--- src/design/bcc_pkg.sv ---
// Package with register map, field layout and helpers for the bus common control block.
package bcc_pkg;
  localparam logic [11:0] OFF_CTRL   = 12'h000;
  localparam logic [11:0] OFF_STATUS = 12'h004;
  localparam int POS_IDLE_CODE    = 6;
  localparam int POS_METHOD       = 5;
  localparam int POS_RSVD_ONE     = 4;
  localparam int POS_RSVD_ZERO    = 3;
  localparam int POS_AUX_DRIVE    = 2;
  localparam int POS_MEM_DRIVE    = 1;
  localparam int POS_STROBE_DRIVE = 0;
  localparam int POS_ST_BUSY      = 0;
  localparam int POS_ST_LAST_DMA_ACKNOWLEDGE_STROBE = 1;
  localparam int POS_ST_REMAIN    = 4;
  localparam logic [2:0] CLK_MODE_SEL_A = 3'h2;
  localparam logic [2:0] CLK_MODE_SEL_B = 3'h6;
  localparam logic [2:0] CLK_MODE_INPUT = 3'h7;
  localparam logic [3:0] CNT_ZERO = 4'h0;
  localparam logic [3:0] CNT_ONE  = 4'h1;

  typedef struct packed {
    logic [2:0] dma_idle_cycle_count;
    logic       dma_idle_insert_method;
    logic       aux_clock_pin_drive;
    logic       standby_memory_pin_float;
    logic       standby_release_strobe_float;
  } bcc_ctrl_t;

  localparam bcc_ctrl_t CTRL_RESET = '{3'h0, 1'b0, 1'b0, 1'b0, 1'b0};

  typedef enum logic [1:0] {
    ST_IDLE,
    ST_GAP,
    ST_BUSY
  } bcc_state_t;

  function automatic logic [3:0] idle_cycles(input logic [2:0] code);
    logic [3:0] n;
    n = 4'h0;
    unique case (code)
      3'h0: n = 4'h0;
      3'h1: n = 4'h1;
      3'h2: n = 4'h2;
      3'h3: n = 4'h4;
      3'h4: n = 4'h6;
      3'h5: n = 4'h8;
      3'h6: n = 4'hA;
      3'h7: n = 4'hC;
    endcase
    return n;
  endfunction : idle_cycles

  function automatic logic [31:0] ctrl_word(input bcc_ctrl_t c);
    logic [31:0] w;
    w = 32'h0000_0000;
    w[POS_IDLE_CODE +: 3]  = c.dma_idle_cycle_count;
    w[POS_METHOD]          = c.dma_idle_insert_method;
    w[POS_RSVD_ONE]        = 1'b1;
    w[POS_RSVD_ZERO]       = 1'b0;
    w[POS_AUX_DRIVE]       = c.aux_clock_pin_drive;
    w[POS_MEM_DRIVE]       = c.standby_memory_pin_float;
    w[POS_STROBE_DRIVE]    = c.standby_release_strobe_float;
    return w;
  endfunction : ctrl_word
endpackage : bcc_pkg

--- src/design/bcc_top.sv ---
// Bus common control low bits: APB register, DMA idle-cycle insertion and pin drive control.
//
// The register addresses and the APB interface to the registers were chosen for this implementation.
`timescale 1ns/1ns
`default_nettype none
module bcc_top (
  input  wire logic        CLK,
  input  wire logic        ARST_N,
  input  wire logic        PSEL,
  input  wire logic        PENABLE,
  input  wire logic        PWRITE,
  input  wire logic [11:0] PADDR,
  input  wire logic [31:0] PWDATA,
  output logic      [31:0] PRDATA,
  output logic             PREADY,
  output logic             PSLVERR,
  input  wire logic [2:0]  CLOCK_MODE,
  input  wire logic        SOFTWARE_STANDBY,
  input  wire logic        BUS_RELEASED,
  input  wire logic        ACC_REQ,
  input  wire logic        ACC_DMA_ACKNOWLEDGE_STROBE,
  input  wire logic        ACC_DONE,
  output logic             ACC_GRANT,
  output logic             AUX_BUS_CLOCK_PIN_O,
  output logic             AUX_BUS_CLOCK_PIN_OE,
  output logic             MEMORY_PINS_OE,
  output logic             STROBE_PINS_OE
);

  bcc_pkg::bcc_ctrl_t  ctrl_q;
  bcc_pkg::bcc_ctrl_t  ctrl_d;
  logic [31:0]         prdata_q;
  logic [31:0]         prdata_d;
  logic                pslverr_q;
  logic                pslverr_d;
  bcc_pkg::bcc_state_t st_q;
  bcc_pkg::bcc_state_t st_d;
  logic [3:0]          cnt_q;
  logic [3:0]          cnt_d;
  logic                last_dma_acknowledge_strobe_q;
  logic                last_dma_acknowledge_strobe_d;
  logic                cur_dma_acknowledge_strobe_q;
  logic                cur_dma_acknowledge_strobe_d;
  logic                aux_en_q;
  logic                aux_en_d;
  logic                mem_oe_q;
  logic                mem_oe_d;
  logic                strobe_oe_q;
  logic                strobe_oe_d;
  logic                aux_oe_q;
  logic                aux_oe_d;
  logic                setup;
  logic                hit_ctrl;
  logic                hit_status;
  logic                need_gap;
  logic [3:0]          gap_cycles;
  logic [31:0]         status_word;
  logic                acc_phase;
  logic                bad_target;
  logic                float_strobe_req;
  logic                float_mem_req;
  logic                mode_input;
  logic                mode_selects;

  // A pin group stays driven unless a low-power state asks it to float and its keep bit is clear.
  function automatic logic keep_driven(input logic float_req, input logic keep_bit);
    logic drive;
    drive = keep_bit || !float_req;
    return drive;
  endfunction : keep_driven

  // Only two clock modes let software choose between a low level and the clock on the auxiliary pin.
  function automatic logic honours_drive_bit(input logic [2:0] mode);
    logic hit;
    hit = (mode == bcc_pkg::CLK_MODE_SEL_A) || (mode == bcc_pkg::CLK_MODE_SEL_B);
    return hit;
  endfunction : honours_drive_bit

  // Reserved bits are not stored, so a wrong write value cannot disturb them.
  function automatic bcc_pkg::bcc_ctrl_t ctrl_from_word(input logic [31:0] w);
    bcc_pkg::bcc_ctrl_t c;
    c.dma_idle_cycle_count         = w[bcc_pkg::POS_IDLE_CODE +: 3];
    c.dma_idle_insert_method       = w[bcc_pkg::POS_METHOD];
    c.aux_clock_pin_drive          = w[bcc_pkg::POS_AUX_DRIVE];
    c.standby_memory_pin_float     = w[bcc_pkg::POS_MEM_DRIVE];
    c.standby_release_strobe_float = w[bcc_pkg::POS_STROBE_DRIVE];
    return c;
  endfunction : ctrl_from_word

  always_comb begin
    setup      = PSEL && !PENABLE;
    acc_phase  = PSEL && PENABLE;
    hit_ctrl   = (PADDR == bcc_pkg::OFF_CTRL);
    hit_status = (PADDR == bcc_pkg::OFF_STATUS);
    bad_target = !(hit_ctrl || (hit_status && !PWRITE));
  end

  always_comb begin
    status_word = 32'h0000_0000;
    status_word[bcc_pkg::POS_ST_BUSY]        = (st_q != bcc_pkg::ST_IDLE);
    status_word[bcc_pkg::POS_ST_LAST_DMA_ACKNOWLEDGE_STROBE]   = last_dma_acknowledge_strobe_q;
    status_word[bcc_pkg::POS_ST_REMAIN +: 4] = cnt_q;
  end

  // The register answers without wait states; read data is captured in the setup cycle.
  always_comb begin
    prdata_d  = prdata_q;
    pslverr_d = pslverr_q;
    if (setup) begin
      pslverr_d = bad_target;
      if (hit_ctrl) begin
        prdata_d = bcc_pkg::ctrl_word(ctrl_q);
      end else if (hit_status) begin
        prdata_d = status_word;
      end else begin
        prdata_d = 32'h0000_0000;
      end
    end
  end

  // A write lands only at the end of the access phase, so an aborted setup leaves the register alone.
  always_comb begin
    ctrl_d = ctrl_q;
    if (acc_phase && PWRITE && hit_ctrl) begin
      ctrl_d = ctrl_from_word(PWDATA);
    end
  end

  always_ff @(posedge CLK or negedge ARST_N) begin
    if (!ARST_N) begin
      ctrl_q <= bcc_pkg::CTRL_RESET;
    end else begin
      ctrl_q <= ctrl_d;
    end
  end

  always_ff @(posedge CLK or negedge ARST_N) begin
    if (!ARST_N) begin
      prdata_q  <= 32'h0000_0000;
      pslverr_q <= 1'b0;
    end else begin
      prdata_q  <= prdata_d;
      pslverr_q <= pslverr_d;
    end
  end

  assign PRDATA  = prdata_q;
  assign PREADY  = 1'b1;
  assign PSLVERR = acc_phase && pslverr_q;

  // Idle insertion is decided when the next access asks, since only then is its driver known.
  always_comb begin
    gap_cycles = bcc_pkg::idle_cycles(ctrl_q.dma_idle_cycle_count);
    if (ctrl_q.dma_idle_insert_method) begin
      need_gap = last_dma_acknowledge_strobe_q;
    end else begin
      need_gap = last_dma_acknowledge_strobe_q && !ACC_DMA_ACKNOWLEDGE_STROBE;
    end
  end

  always_comb begin
    st_d        = st_q;
    cnt_d       = cnt_q;
    last_dma_acknowledge_strobe_d = last_dma_acknowledge_strobe_q;
    cur_dma_acknowledge_strobe_d  = cur_dma_acknowledge_strobe_q;
    ACC_GRANT   = 1'b0;
    unique case (st_q)
      bcc_pkg::ST_IDLE: begin
        if (ACC_REQ) begin
          if (need_gap && (gap_cycles != bcc_pkg::CNT_ZERO)) begin
            st_d  = bcc_pkg::ST_GAP;
            cnt_d = gap_cycles;
          end else begin
            ACC_GRANT  = 1'b1;
            cur_dma_acknowledge_strobe_d = ACC_DMA_ACKNOWLEDGE_STROBE;
            st_d       = bcc_pkg::ST_BUSY;
          end
        end
      end
      bcc_pkg::ST_GAP: begin
        cnt_d = cnt_q - bcc_pkg::CNT_ONE;
        if (cnt_q == bcc_pkg::CNT_ONE) begin
          ACC_GRANT  = 1'b1;
          cur_dma_acknowledge_strobe_d = ACC_DMA_ACKNOWLEDGE_STROBE;
          st_d       = bcc_pkg::ST_BUSY;
        end
      end
      bcc_pkg::ST_BUSY: begin
        if (ACC_DONE) begin
          last_dma_acknowledge_strobe_d = cur_dma_acknowledge_strobe_q;
          st_d        = bcc_pkg::ST_IDLE;
        end
      end
    endcase
  end

  always_ff @(posedge CLK or negedge ARST_N) begin
    if (!ARST_N) begin
      st_q <= bcc_pkg::ST_IDLE;
    end else begin
      st_q <= st_d;
    end
  end

  // The gap counter keeps its own register so the remaining count can be read back at any time.
  always_ff @(posedge CLK or negedge ARST_N) begin
    if (!ARST_N) begin
      cnt_q <= bcc_pkg::CNT_ZERO;
    end else begin
      cnt_q <= cnt_d;
    end
  end

  always_ff @(posedge CLK or negedge ARST_N) begin
    if (!ARST_N) begin
      last_dma_acknowledge_strobe_q <= 1'b0;
      cur_dma_acknowledge_strobe_q  <= 1'b0;
    end else begin
      last_dma_acknowledge_strobe_q <= last_dma_acknowledge_strobe_d;
      cur_dma_acknowledge_strobe_q  <= cur_dma_acknowledge_strobe_d;
    end
  end

  always_comb begin
    float_strobe_req = SOFTWARE_STANDBY || BUS_RELEASED;
    float_mem_req    = SOFTWARE_STANDBY;
    mode_input       = (CLOCK_MODE == bcc_pkg::CLK_MODE_INPUT);
    mode_selects     = honours_drive_bit(CLOCK_MODE);
  end

  // Pin enables are registered, so they follow a control write or a mode change by one clock.
  always_comb begin
    if (mode_input) begin
      aux_oe_d = 1'b0;
      aux_en_d = 1'b0;
    end else begin
      aux_oe_d = keep_driven(float_strobe_req, ctrl_q.standby_release_strobe_float);
      if (mode_selects) begin
        aux_en_d = ctrl_q.aux_clock_pin_drive;
      end else begin
        aux_en_d = 1'b1;
      end
    end
  end

  always_ff @(posedge CLK or negedge ARST_N) begin
    if (!ARST_N) begin
      aux_en_q <= 1'b0;
      aux_oe_q <= 1'b0;
    end else begin
      aux_en_q <= aux_en_d;
      aux_oe_q <= aux_oe_d;
    end
  end

  always_comb begin
    strobe_oe_d = keep_driven(float_strobe_req, ctrl_q.standby_release_strobe_float);
  end

  always_ff @(posedge CLK or negedge ARST_N) begin
    if (!ARST_N) begin
      strobe_oe_q <= 1'b0;
    end else begin
      strobe_oe_q <= strobe_oe_d;
    end
  end

  // Memory pins only float in standby; a bus release leaves them to the new owner's timing.
  always_comb begin
    mem_oe_d = keep_driven(float_mem_req, ctrl_q.standby_memory_pin_float);
  end

  always_ff @(posedge CLK or negedge ARST_N) begin
    if (!ARST_N) begin
      mem_oe_q <= 1'b0;
    end else begin
      mem_oe_q <= mem_oe_d;
    end
  end

  // The forwarded clock is gated by a registered enable; a real chip would use a clock gate cell here.
  assign AUX_BUS_CLOCK_PIN_O  = aux_en_q && CLK;
  assign AUX_BUS_CLOCK_PIN_OE = aux_oe_q;
  assign MEMORY_PINS_OE       = mem_oe_q;
  assign STROBE_PINS_OE       = strobe_oe_q;

endmodule : bcc_top
`default_nettype wire

--- config.mk ---
export PLATFORM = sky130hd
export DESIGN_NAME = bcc_top
export DESIGN_NICKNAME = d
export VERILOG_FILES = /design/src/design/bcc_pkg.sv /design/src/design/bcc_top.sv
export SDC_FILE = /design/constraint.sdc
export NUM_CORES = 1
export LEC_CHECK = 0
export ABC_AREA = 1
export BUFFER_PORTS_ARGS = -buffer_cell sky130_fd_sc_hd__clkbuf_2
export CAP_MARGIN = 20
export CORE_MARGIN = 2
export CORE_UTILIZATION = 28
export DETAILED_ROUTE_END_ITERATION = 16
export GPL_ROUTABILITY_DRIVEN = 1
export SYNTH_ARGS = -nofsm -noshare
export SYNTH_HDL_FRONTEND = slang
export SYNTH_SLANG_ARGS = --single-unit
--- constraint.sdc ---
create_clock -name CLK -period 2.17 [get_ports CLK]
set_clock_uncertainty 0.2 [all_clocks]
set_input_delay 0.217 -clock CLK [delete_from_list [all_inputs] [get_ports CLK]]
set_output_delay 0.217 -clock CLK [all_outputs]
set_load 0.01 [all_outputs]
# After elaboration in Yosys (flattened, before gate mapping)
# Memories as Yosys holds them, arrays and structs flattened.
# Cells that the tools add are included.
# W data, S select, Z words.
classes:
  addsub: 1
  n_mul: 0
  div_mod_pow: 0
  n_lt_le_gt_ge: 0
  eq_ne: 12
  shifts: 0
  muxes: 22
  n_bitwise: 0
  reduce_logical: 29
op_table:
  columns: ["op", "n"]
  rows:
  - ["$eq A12 B3 Y1 const B", 1]
  - ["$logic_not A12 Y1", 1]
  - ["$mux W1", 10]
  - ["$ne A2 B2 Y1 const B", 5]
  - ["$logic_and A1 B1 Y1", 9]
  - ["$mux W9", 1]
  - ["$mux W2", 4]
  - ["$mux W4", 2]
  - ["$mux W8", 1]
  - ["$pmux W4 S2", 1]
  - ["$eq A3 B3 Y1 const B", 2]
  - ["$logic_not A1 Y1", 6]
  - ["$pmux W2 S3", 1]
  - ["$reduce_and A3 Y1", 2]
  - ["$logic_or A1 B1 Y1", 5]
  - ["$eq A4 B1 Y1 const B", 1]
  - ["$pmux W1 S2", 2]
  - ["$reduce_and A4 Y1", 1]
  - ["$reduce_bool A2 Y1", 2]
  - ["$reduce_bool A4 Y1", 1]
  - ["$sub A4 B1 Y4 const B", 1]
  - ["$eq A3 B2 Y1 const B", 1]
  - ["$eq A2 B1 Y1 const B", 1]
  - ["$eq A2 B2 Y1 const B", 1]
  - ["other kinds (2)", 2]
totals:
  reg_bits: 52
  latchBits: 0
  ramBits: 0
  rom_bits: 32
  input_bits: 57
  out_inout_bits: 39
  elab_cells: 80
  memories: 1
mem_list:
  columns: ["name", "words", "width", "read_ports", "rd_ports_with_merged_regs", "wr", "line_no", "rtl"]
  rows:
  - ["(no name shown)", 8, 4, 1, 0, 0, "bcc_pkg.sv:40", "unique case (code)"]

# Logic depth before layout (Yosys ltp)
# Gate-level depths: netlist of the first run.
depth:
  ltp_word: 7
  ltp_mapped: 12
  ltp_nobuf: 12

==> impl_results.md, run 1 <==
* Worst hold-check path type: primary input to flip-flop
* Final Max Tran Viols at 0
* Arrival @ worst endpoint at 1780 ps
* Diodes inserted at 0
* Initial drt markers at 95
* RR Startpoint: ctrl_q[5]$_DFFE_PN0P_
* Seq cells post-synth at 28
* Power per cell area at 636 mW/mm^2
* Slowest CP cell: dfrtp_1
* Hold Path Cell Cnt at 6
* Fin. Hold Viols at 0
* CP Capture Type: output port
* Tightest Pin Transition at 717 ps
* Layout Nets at 387
* Vias in the first global route at 1647
* MaxCap Viol Count at 0
* Initial Util at 0.288
* Worst skew pair latency at 400 ps
* Fillers at 647
* GRT overflow at 0
* Startpoint Class: flip-flop
* Count of cell types in the netlist at 26
* Critical path class: flip-flop to output port
* CTS tree: built
* Status: complete, but fails checks
* Post-DRT Antenna Nets at 0
* Die height at 84.3 um
* Pre-antenna DRT Iters at 4
* Synth Instances at 240
* R2R Path End: cnt_q[0]$_DFFE_PN0P_
* Ports at 96
* CORE AREA at 0.00628 sq mm
* First-pass GRT wire length at 7070 um
* Pleak at 1.35 nW
* IO buf count at 45
* Hold Path Sink: PRDATA[0]$_DFFE_PN0P_
* Total number of vias at 1698
* IR drop worst, VDD at 0.000350 V
* # DRC at 0
* Gr usage total at 0.126
* Final worst slack at -26.5 ps
* RSZ-0062 raised after global routing: true
* Hpwl dp at 2940 um
* Die Wd at 84.3 um
* CP Cell Sequence: inv_2 > ha_4 > nand2_2 > o21ai_2 > nand3_2 > nand2_2 > nand2_4 > o22ai_2 > buf_2
* Critical Path RT at 1750 ps
* Worst r2r path cells at 13
* Fraction of layout cells with a size suffix above 1 at 0.281
* Final period util at 1.01
* Layout area overhead at 35.9%
* Routed len/inst at 10.6 um
* Final Setup Violations at 1
* DR vias/cell at 4.28
* Final WL at 4210 um
* Routability congestion estimate at 0.800
* Setup TNS Final at -26.5 ps
* Cell Area, Synth at 0.00181 sq mm
* CP max FO at 4
* Non-filler instance count after layout at 397
* Sequential area share after synthesis at 0.388
* Largest net degree at the start of global routing at 29
* # placed instances at 360
* Syn avg cell area at 7.53 sq um
* Die ar. at 0.00711 sq mm
* Ys Warns at 0
* Reg clk slew, reported paths at 100 ps
* Slew HR at 0.522
* # rows at 29
* R2r setup slk at 0 ps
* Most common cell on crit path: nand2_2
* Post-layout power at 1.56 mW
* Worst hold start: PADDR[3]
* Peak Freq at 455 MHz
* Max incr delay on CP at 420 ps
* Hold_ws at 15.9 ps
* Antenna violations before repair at 0
* Violated checks: negative setup slack
* Final min period at 2200 ps
-- what timing repair did --
action | CTS | global route
gates cloned | 0 | 0
resized for setup | 10 | 6
hold buffers | 17 | 0
setup endpoints to repair | 1 | 2
setup buffers | 13 | 0
hold endpoints to repair | 42 | 0
pin swaps | 5 | 4
-- power breakdown --
part           switching, mW  internal, mW  total, mW
Combinational          0.223         0.151      0.374
Sequential            0.0239         0.559      0.583
Clock                  0.226         0.378      0.604
-- worst max path at each step --
stage                     startpoint         to  slack (ps)  depth (start not counted)
2_1_floorplan  ctrl_q[4]$_DFFE_PN0P_  ACC_GRANT         390                          7
6_report       ctrl_q[5]$_DFFE_PN0P_  ACC_GRANT         -30                          9
3_5_place_dp   ctrl_q[5]$_DFFE_PN0P_  ACC_GRANT         200                          9
5_1_grt        ctrl_q[5]$_DFFE_PN0P_  ACC_GRANT        -140                         11
4_1_cts        ctrl_q[5]$_DFFE_PN0P_  ACC_GRANT         -50                          9
3_3_place_gp   ctrl_q[5]$_DFFE_PN0P_  ACC_GRANT         200                          9
-- critical path: cells and delay by family (launching register included) --
kind	cells	cell delay, ps
simple gates	4	290
compound gates	2	170
flops	1	420
fa+ha+maj	1	270
buf+inv	2	230
-- synthesized netlist by cell type --
library cell	number	area, sq um
a21boi_0	1	7.51
a21oi_1	1	5.00
a21oi_2	1	8.76
a31oi_1	3	18.8
buf_2	2	10.0
buf_4	25	188
conb_1	2	7.51
dfrtp_1	28	701
ha_1	9	113
inv_1	30	113
inv_2	1	3.75
mux2i_1	1	10.0
nand2_1	65	244
nand2_2	2	12.5
nand2_4	3	33.8
nand3_1	27	135
nand3_2	1	10.0
nand3b_1	1	7.51
nor2_1	16	60.1
nor2_2	1	6.26
nor3b_2	1	12.5
o21ai_0	15	75.1
o21ai_1	1	5.00
o22ai_1	1	6.26
o31ai_1	1	7.51
or2_2	1	6.26
-- state kept, by name, indices dropped and copies added, names as in the netlist --
| name | flops |
|---|---|
| cnt_q | 4 |
| STROBE_PINS_OE | 1 |
| cur_dma_acknowledge_strobe_q | 1 |
| st_q | 2 |
| last_dma_acknowledge_strobe_q | 1 |
| pslverr_q | 1 |
| ctrl_q | 7 |
| PRDATA | 8 |
| aux_en_q | 1 |
| AUX_BUS_CLOCK_PIN_OE | 1 |
| MEMORY_PINS_OE | 1 |
-- metrics by stage --
stage / utilization / setup slack, ps / instance area [sq um]
after floorplan: - / 392 / 1890
final: 0.391 / -26.5 / 2450
after global placement: 0.324 / 196 / 2030
after global routing: 0.391 / -137 / 2450
after CTS: 0.390 / -52.8 / 2450
after detailed placement: 0.324 / 197 / 2030
-- area by class of cell --
| type | count | area, sq um | area share |
|---|---|---|---|
| Inverter | 30 | 113 | 0.0459 |
| Clock buffer | 7 | 87.6 | 0.0357 |
| Tap cell | 77 | 96.3 | 0.0392 |
| Clock inverter | 2 | 33.8 | 0.0138 |
| Timing Repair Buffer | 76 | 507 | 0.206 |
| Multi-Input combinational cell | 177 | 917 | 0.374 |
| Sequential cell | 28 | 701 | 0.285 |
-- placed cells by master (no fill, tap or decap), types with 2 or more instances in the layout --
master and count:
o21ai_2 2, inv_1 27, conb_1 25, clkbuf_2 44, clkbuf_8 6, nand2_4 3
dfrtp_1 28, nand3_1 27, o21ai_0 13, nand2_1 61, inv_2 4, ha_1 7
a31oi_1 3, nor2_1 16, buf_4 14, nand2_2 6, dlygate4sd3_1 17
-- cell families (layout without fill, tap and decap cells) --
logic type,Yosys count,in the layout,synth area share
multiplexers,1,1,0.00554
flip-flops,28,28,0.388
other,2,25,0.00416
buffers and inverters,58,115,0.174
AO/OA/AOI/OAI,24,24,0.0741
AND/OR/NAND/NOR,118,118,0.292
adder cells (fa/ha/maj),9,9,0.0623
-- per-layer routing --
metal  up-vias  global-route usage  routed length, um
li1        862                   -                  -
met1       776               0.144               1790
met2        50               0.209               2090
met3        10              0.0256                205
met4         0              0.0924                117
met5         -                   0                  0
No activity file was read; power rests on OpenSTA's default activity.
==> run 2, diff against run 1 <==
--- a/config.mk
+++ b/config.mk
@@ -7,11 +7,13 @@
 export LEC_CHECK = 0
 export ABC_AREA = 1
 export BUFFER_PORTS_ARGS = -buffer_cell sky130_fd_sc_hd__clkbuf_2
-export CAP_MARGIN = 20
+export CAP_MARGIN = 5
 export CORE_MARGIN = 2
 export CORE_UTILIZATION = 28
 export DETAILED_ROUTE_END_ITERATION = 16
 export GPL_ROUTABILITY_DRIVEN = 1
+export RECOVER_POWER = 50
+export SETUP_SLACK_MARGIN = 0.3
 export SYNTH_ARGS = -nofsm -noshare
 export SYNTH_HDL_FRONTEND = slang
 export SYNTH_SLANG_ARGS = --single-unit
==> impl_results.md, run 2 (synthesized netlist as in run 1, its figures left out) <==
* Final Max Tran Viols at 0 (unchanged)
* Critical path class: flip-flop to output port
* Initial Util at 0.288 (unchanged)
* Routing usage on met3 at 0.0256 (unchanged)
* Largest register FFs at 8 (unchanged)
* CORE AREA at 0.00628 sq mm (unchanged)
* Power per cell area at 653 mW/mm^2 (+2.7%)
* CP Capture Type: output port
* Worst hold-check path type: primary input to flip-flop
* Total number of vias at 1715 (+1.0%)
* RSZ-0062 raised after global routing: true
* Tightest Pin Transition at 714 ps (-3.42 ps)
* Die Wd at 84.3 um (unchanged)
* Most frequent cells in the layout: 61 x nand2_1, 42 x clkbuf_2, 28 x dfrtp_1, 27 x nand3_1, 26 x inv_1
* Non-filler instance count after layout at 397 (unchanged)
* Ports at 96 (unchanged)
* Routed len/inst at 10.6 um (+0.17%)
* Commonest non-fill, non-tap cell in the layout: nand2_1
* Startpoint Class: flip-flop
* Fraction of layout cells with a size suffix above 1 at 0.288 (+0.00625)
* Final WL at 4210 um (+0.17%)
* CTS tree: built
* Arrival @ worst endpoint at 1770 ps (about the same)
* DR vias/cell at 4.32 (+1.0%)
* Post-DRT Antenna Nets at 0 (unchanged)
* GRT overflow at 0 (unchanged)
* First-pass GRT wire length at 7070 um (about the same)
* Vias in the first global route at 1650 (+0.18%)
* Gr usage total at 0.127 (+0.000205)
* Met1 usage at 0.144 (-0.000609)
* GR Layer Usage met2 at 0.211 (+0.00144)
* Initial drt markers at 80 (-16%)
* Pleak at 1.35 nW (about the same)
* # DRC at 0 (unchanged)
* Pre-antenna DRT Iters at 4 (unchanged)
* # placed instances at 360 (unchanged)
* Antenna violations before repair at 0 (unchanged)
* Final worst slack at -16.2 ps (+10.3 ps)
* Fin. Hold Viols at 0 (unchanged)
* MaxCap Viol Count at 0 (unchanged)
* Layout area overhead at 36.8%
* Peak Freq at 457 MHz (+0.47%)
* Critical Path RT at 1750 ps (about the same)
* Diodes inserted at 0 (unchanged)
* IR drop worst, VDD at 0.000370 V (+5.7%)
* Final Setup Violations at 1 (unchanged)
* Top Usage Layer GRT: met2
* Violated checks: negative setup slack
* Layout Nets at 387 (unchanged)
* Routability congestion estimate at 0.800 (unchanged)
* IO buf count at 45 (unchanged)
* Status: complete, but fails checks
* Die height at 84.3 um (unchanged)
* Hold_ws at 16.9 ps (+1.08 ps)
* Largest net degree at the start of global routing at 29 (unchanged)
* Slew HR at 0.524 (+0.00228)
* Final period util at 1.01 (-0.00476)
* # rows at 29 (unchanged)
* Final min period at 2190 ps (-10.3 ps)
* CP max FO at 4 (unchanged)
* Die ar. at 0.00711 sq mm (unchanged)
* Reg clk slew, reported paths at 100 ps (about the same)
* Final Core Density at 0.394 (+0.00279)
* Worst skew pair latency at 390 ps (about the same)
* Hpwl dp at 2940 um (unchanged)
## run 2: critical path, stage by stage (launching register included)
cell     delay [ps]
dfrtp_1         430
inv_2            80
ha_4            270
nand2_2          40
o21ai_2          80
nand3_2         100
nand2_2         100
nand2_4          50
o22ai_2          90
buf_2           150
## run 2: through the flow
step           power, mW  worst slack, ps  TNS [ps]  instance area, sq um
2_1_floorplan      0.872              392         0                  1890
3_3_place_gp       0.948              196         0                  2030
3_5_place_dp       0.951              197         0                  2030
4_1_cts             1.57            -52.8     -52.8                  2450
5_1_grt             1.72             -130      -224                  2470
6_report            1.61            -16.2     -16.2                  2470
## run 2: worst paths after layout
path                                                            endpoint  cells after the start                                     start  slack, ps
worst min register to register  cur_dma_acknowledge_strobe_q$_DFFE_PN0P_                      2  cur_dma_acknowledge_strobe_q$_DFFE_PN0P_        280
worst max-delay path                                           ACC_GRANT                      9                     ctrl_q[5]$_DFFE_PN0P_        -20
min in group asynchronous                             aux_en_q$_DFF_PN0_                      2                                    ARST_N        200
worst min-delay path                               PRDATA[0]$_DFFE_PN0P_                      6                                  PADDR[3]         20
worst max register to register                      cnt_q[0]$_DFFE_PN0P_                     13                     ctrl_q[5]$_DFFE_PN0P_         20
max in group asynchronous                            st_q[1]$_DFFE_PN0P_                      2                                    ARST_N       1110
## run 2: what timing repair did
item	4_1_cts	5_1_grt
setup buffers	13	0
endpoints found under the hold margin	42	0
endpoints found under the setup margin	2	6
hold buffers	17	0
pin swaps	7	2
gates resized for setup	12	13
## run 2: per-layer routing
layer	part of all wire	wire length [um]
met1	0.42	1770
met2	0.50	2110
met3	0.052	221
met4	0.025	107
met5	0	0
## run 2: power breakdown
part           internal (mW)  leakage, nW  switching [mW]
clock network          0.410       0.0756           0.241
logic                  0.155        0.900           0.225
registers              0.559        0.373          0.0247
## run 2: layout make-up
cell class                      count  area, sq um
Fill cell                         640         3800
Inverter                           30          113
Timing Repair Buffer               76          505
Sequential cell                    28          701
Multi-Input combinational cell    177          928
Tap cell                           77         96.3
Clock inverter                      2         33.8
Clock buffer                        7         95.1
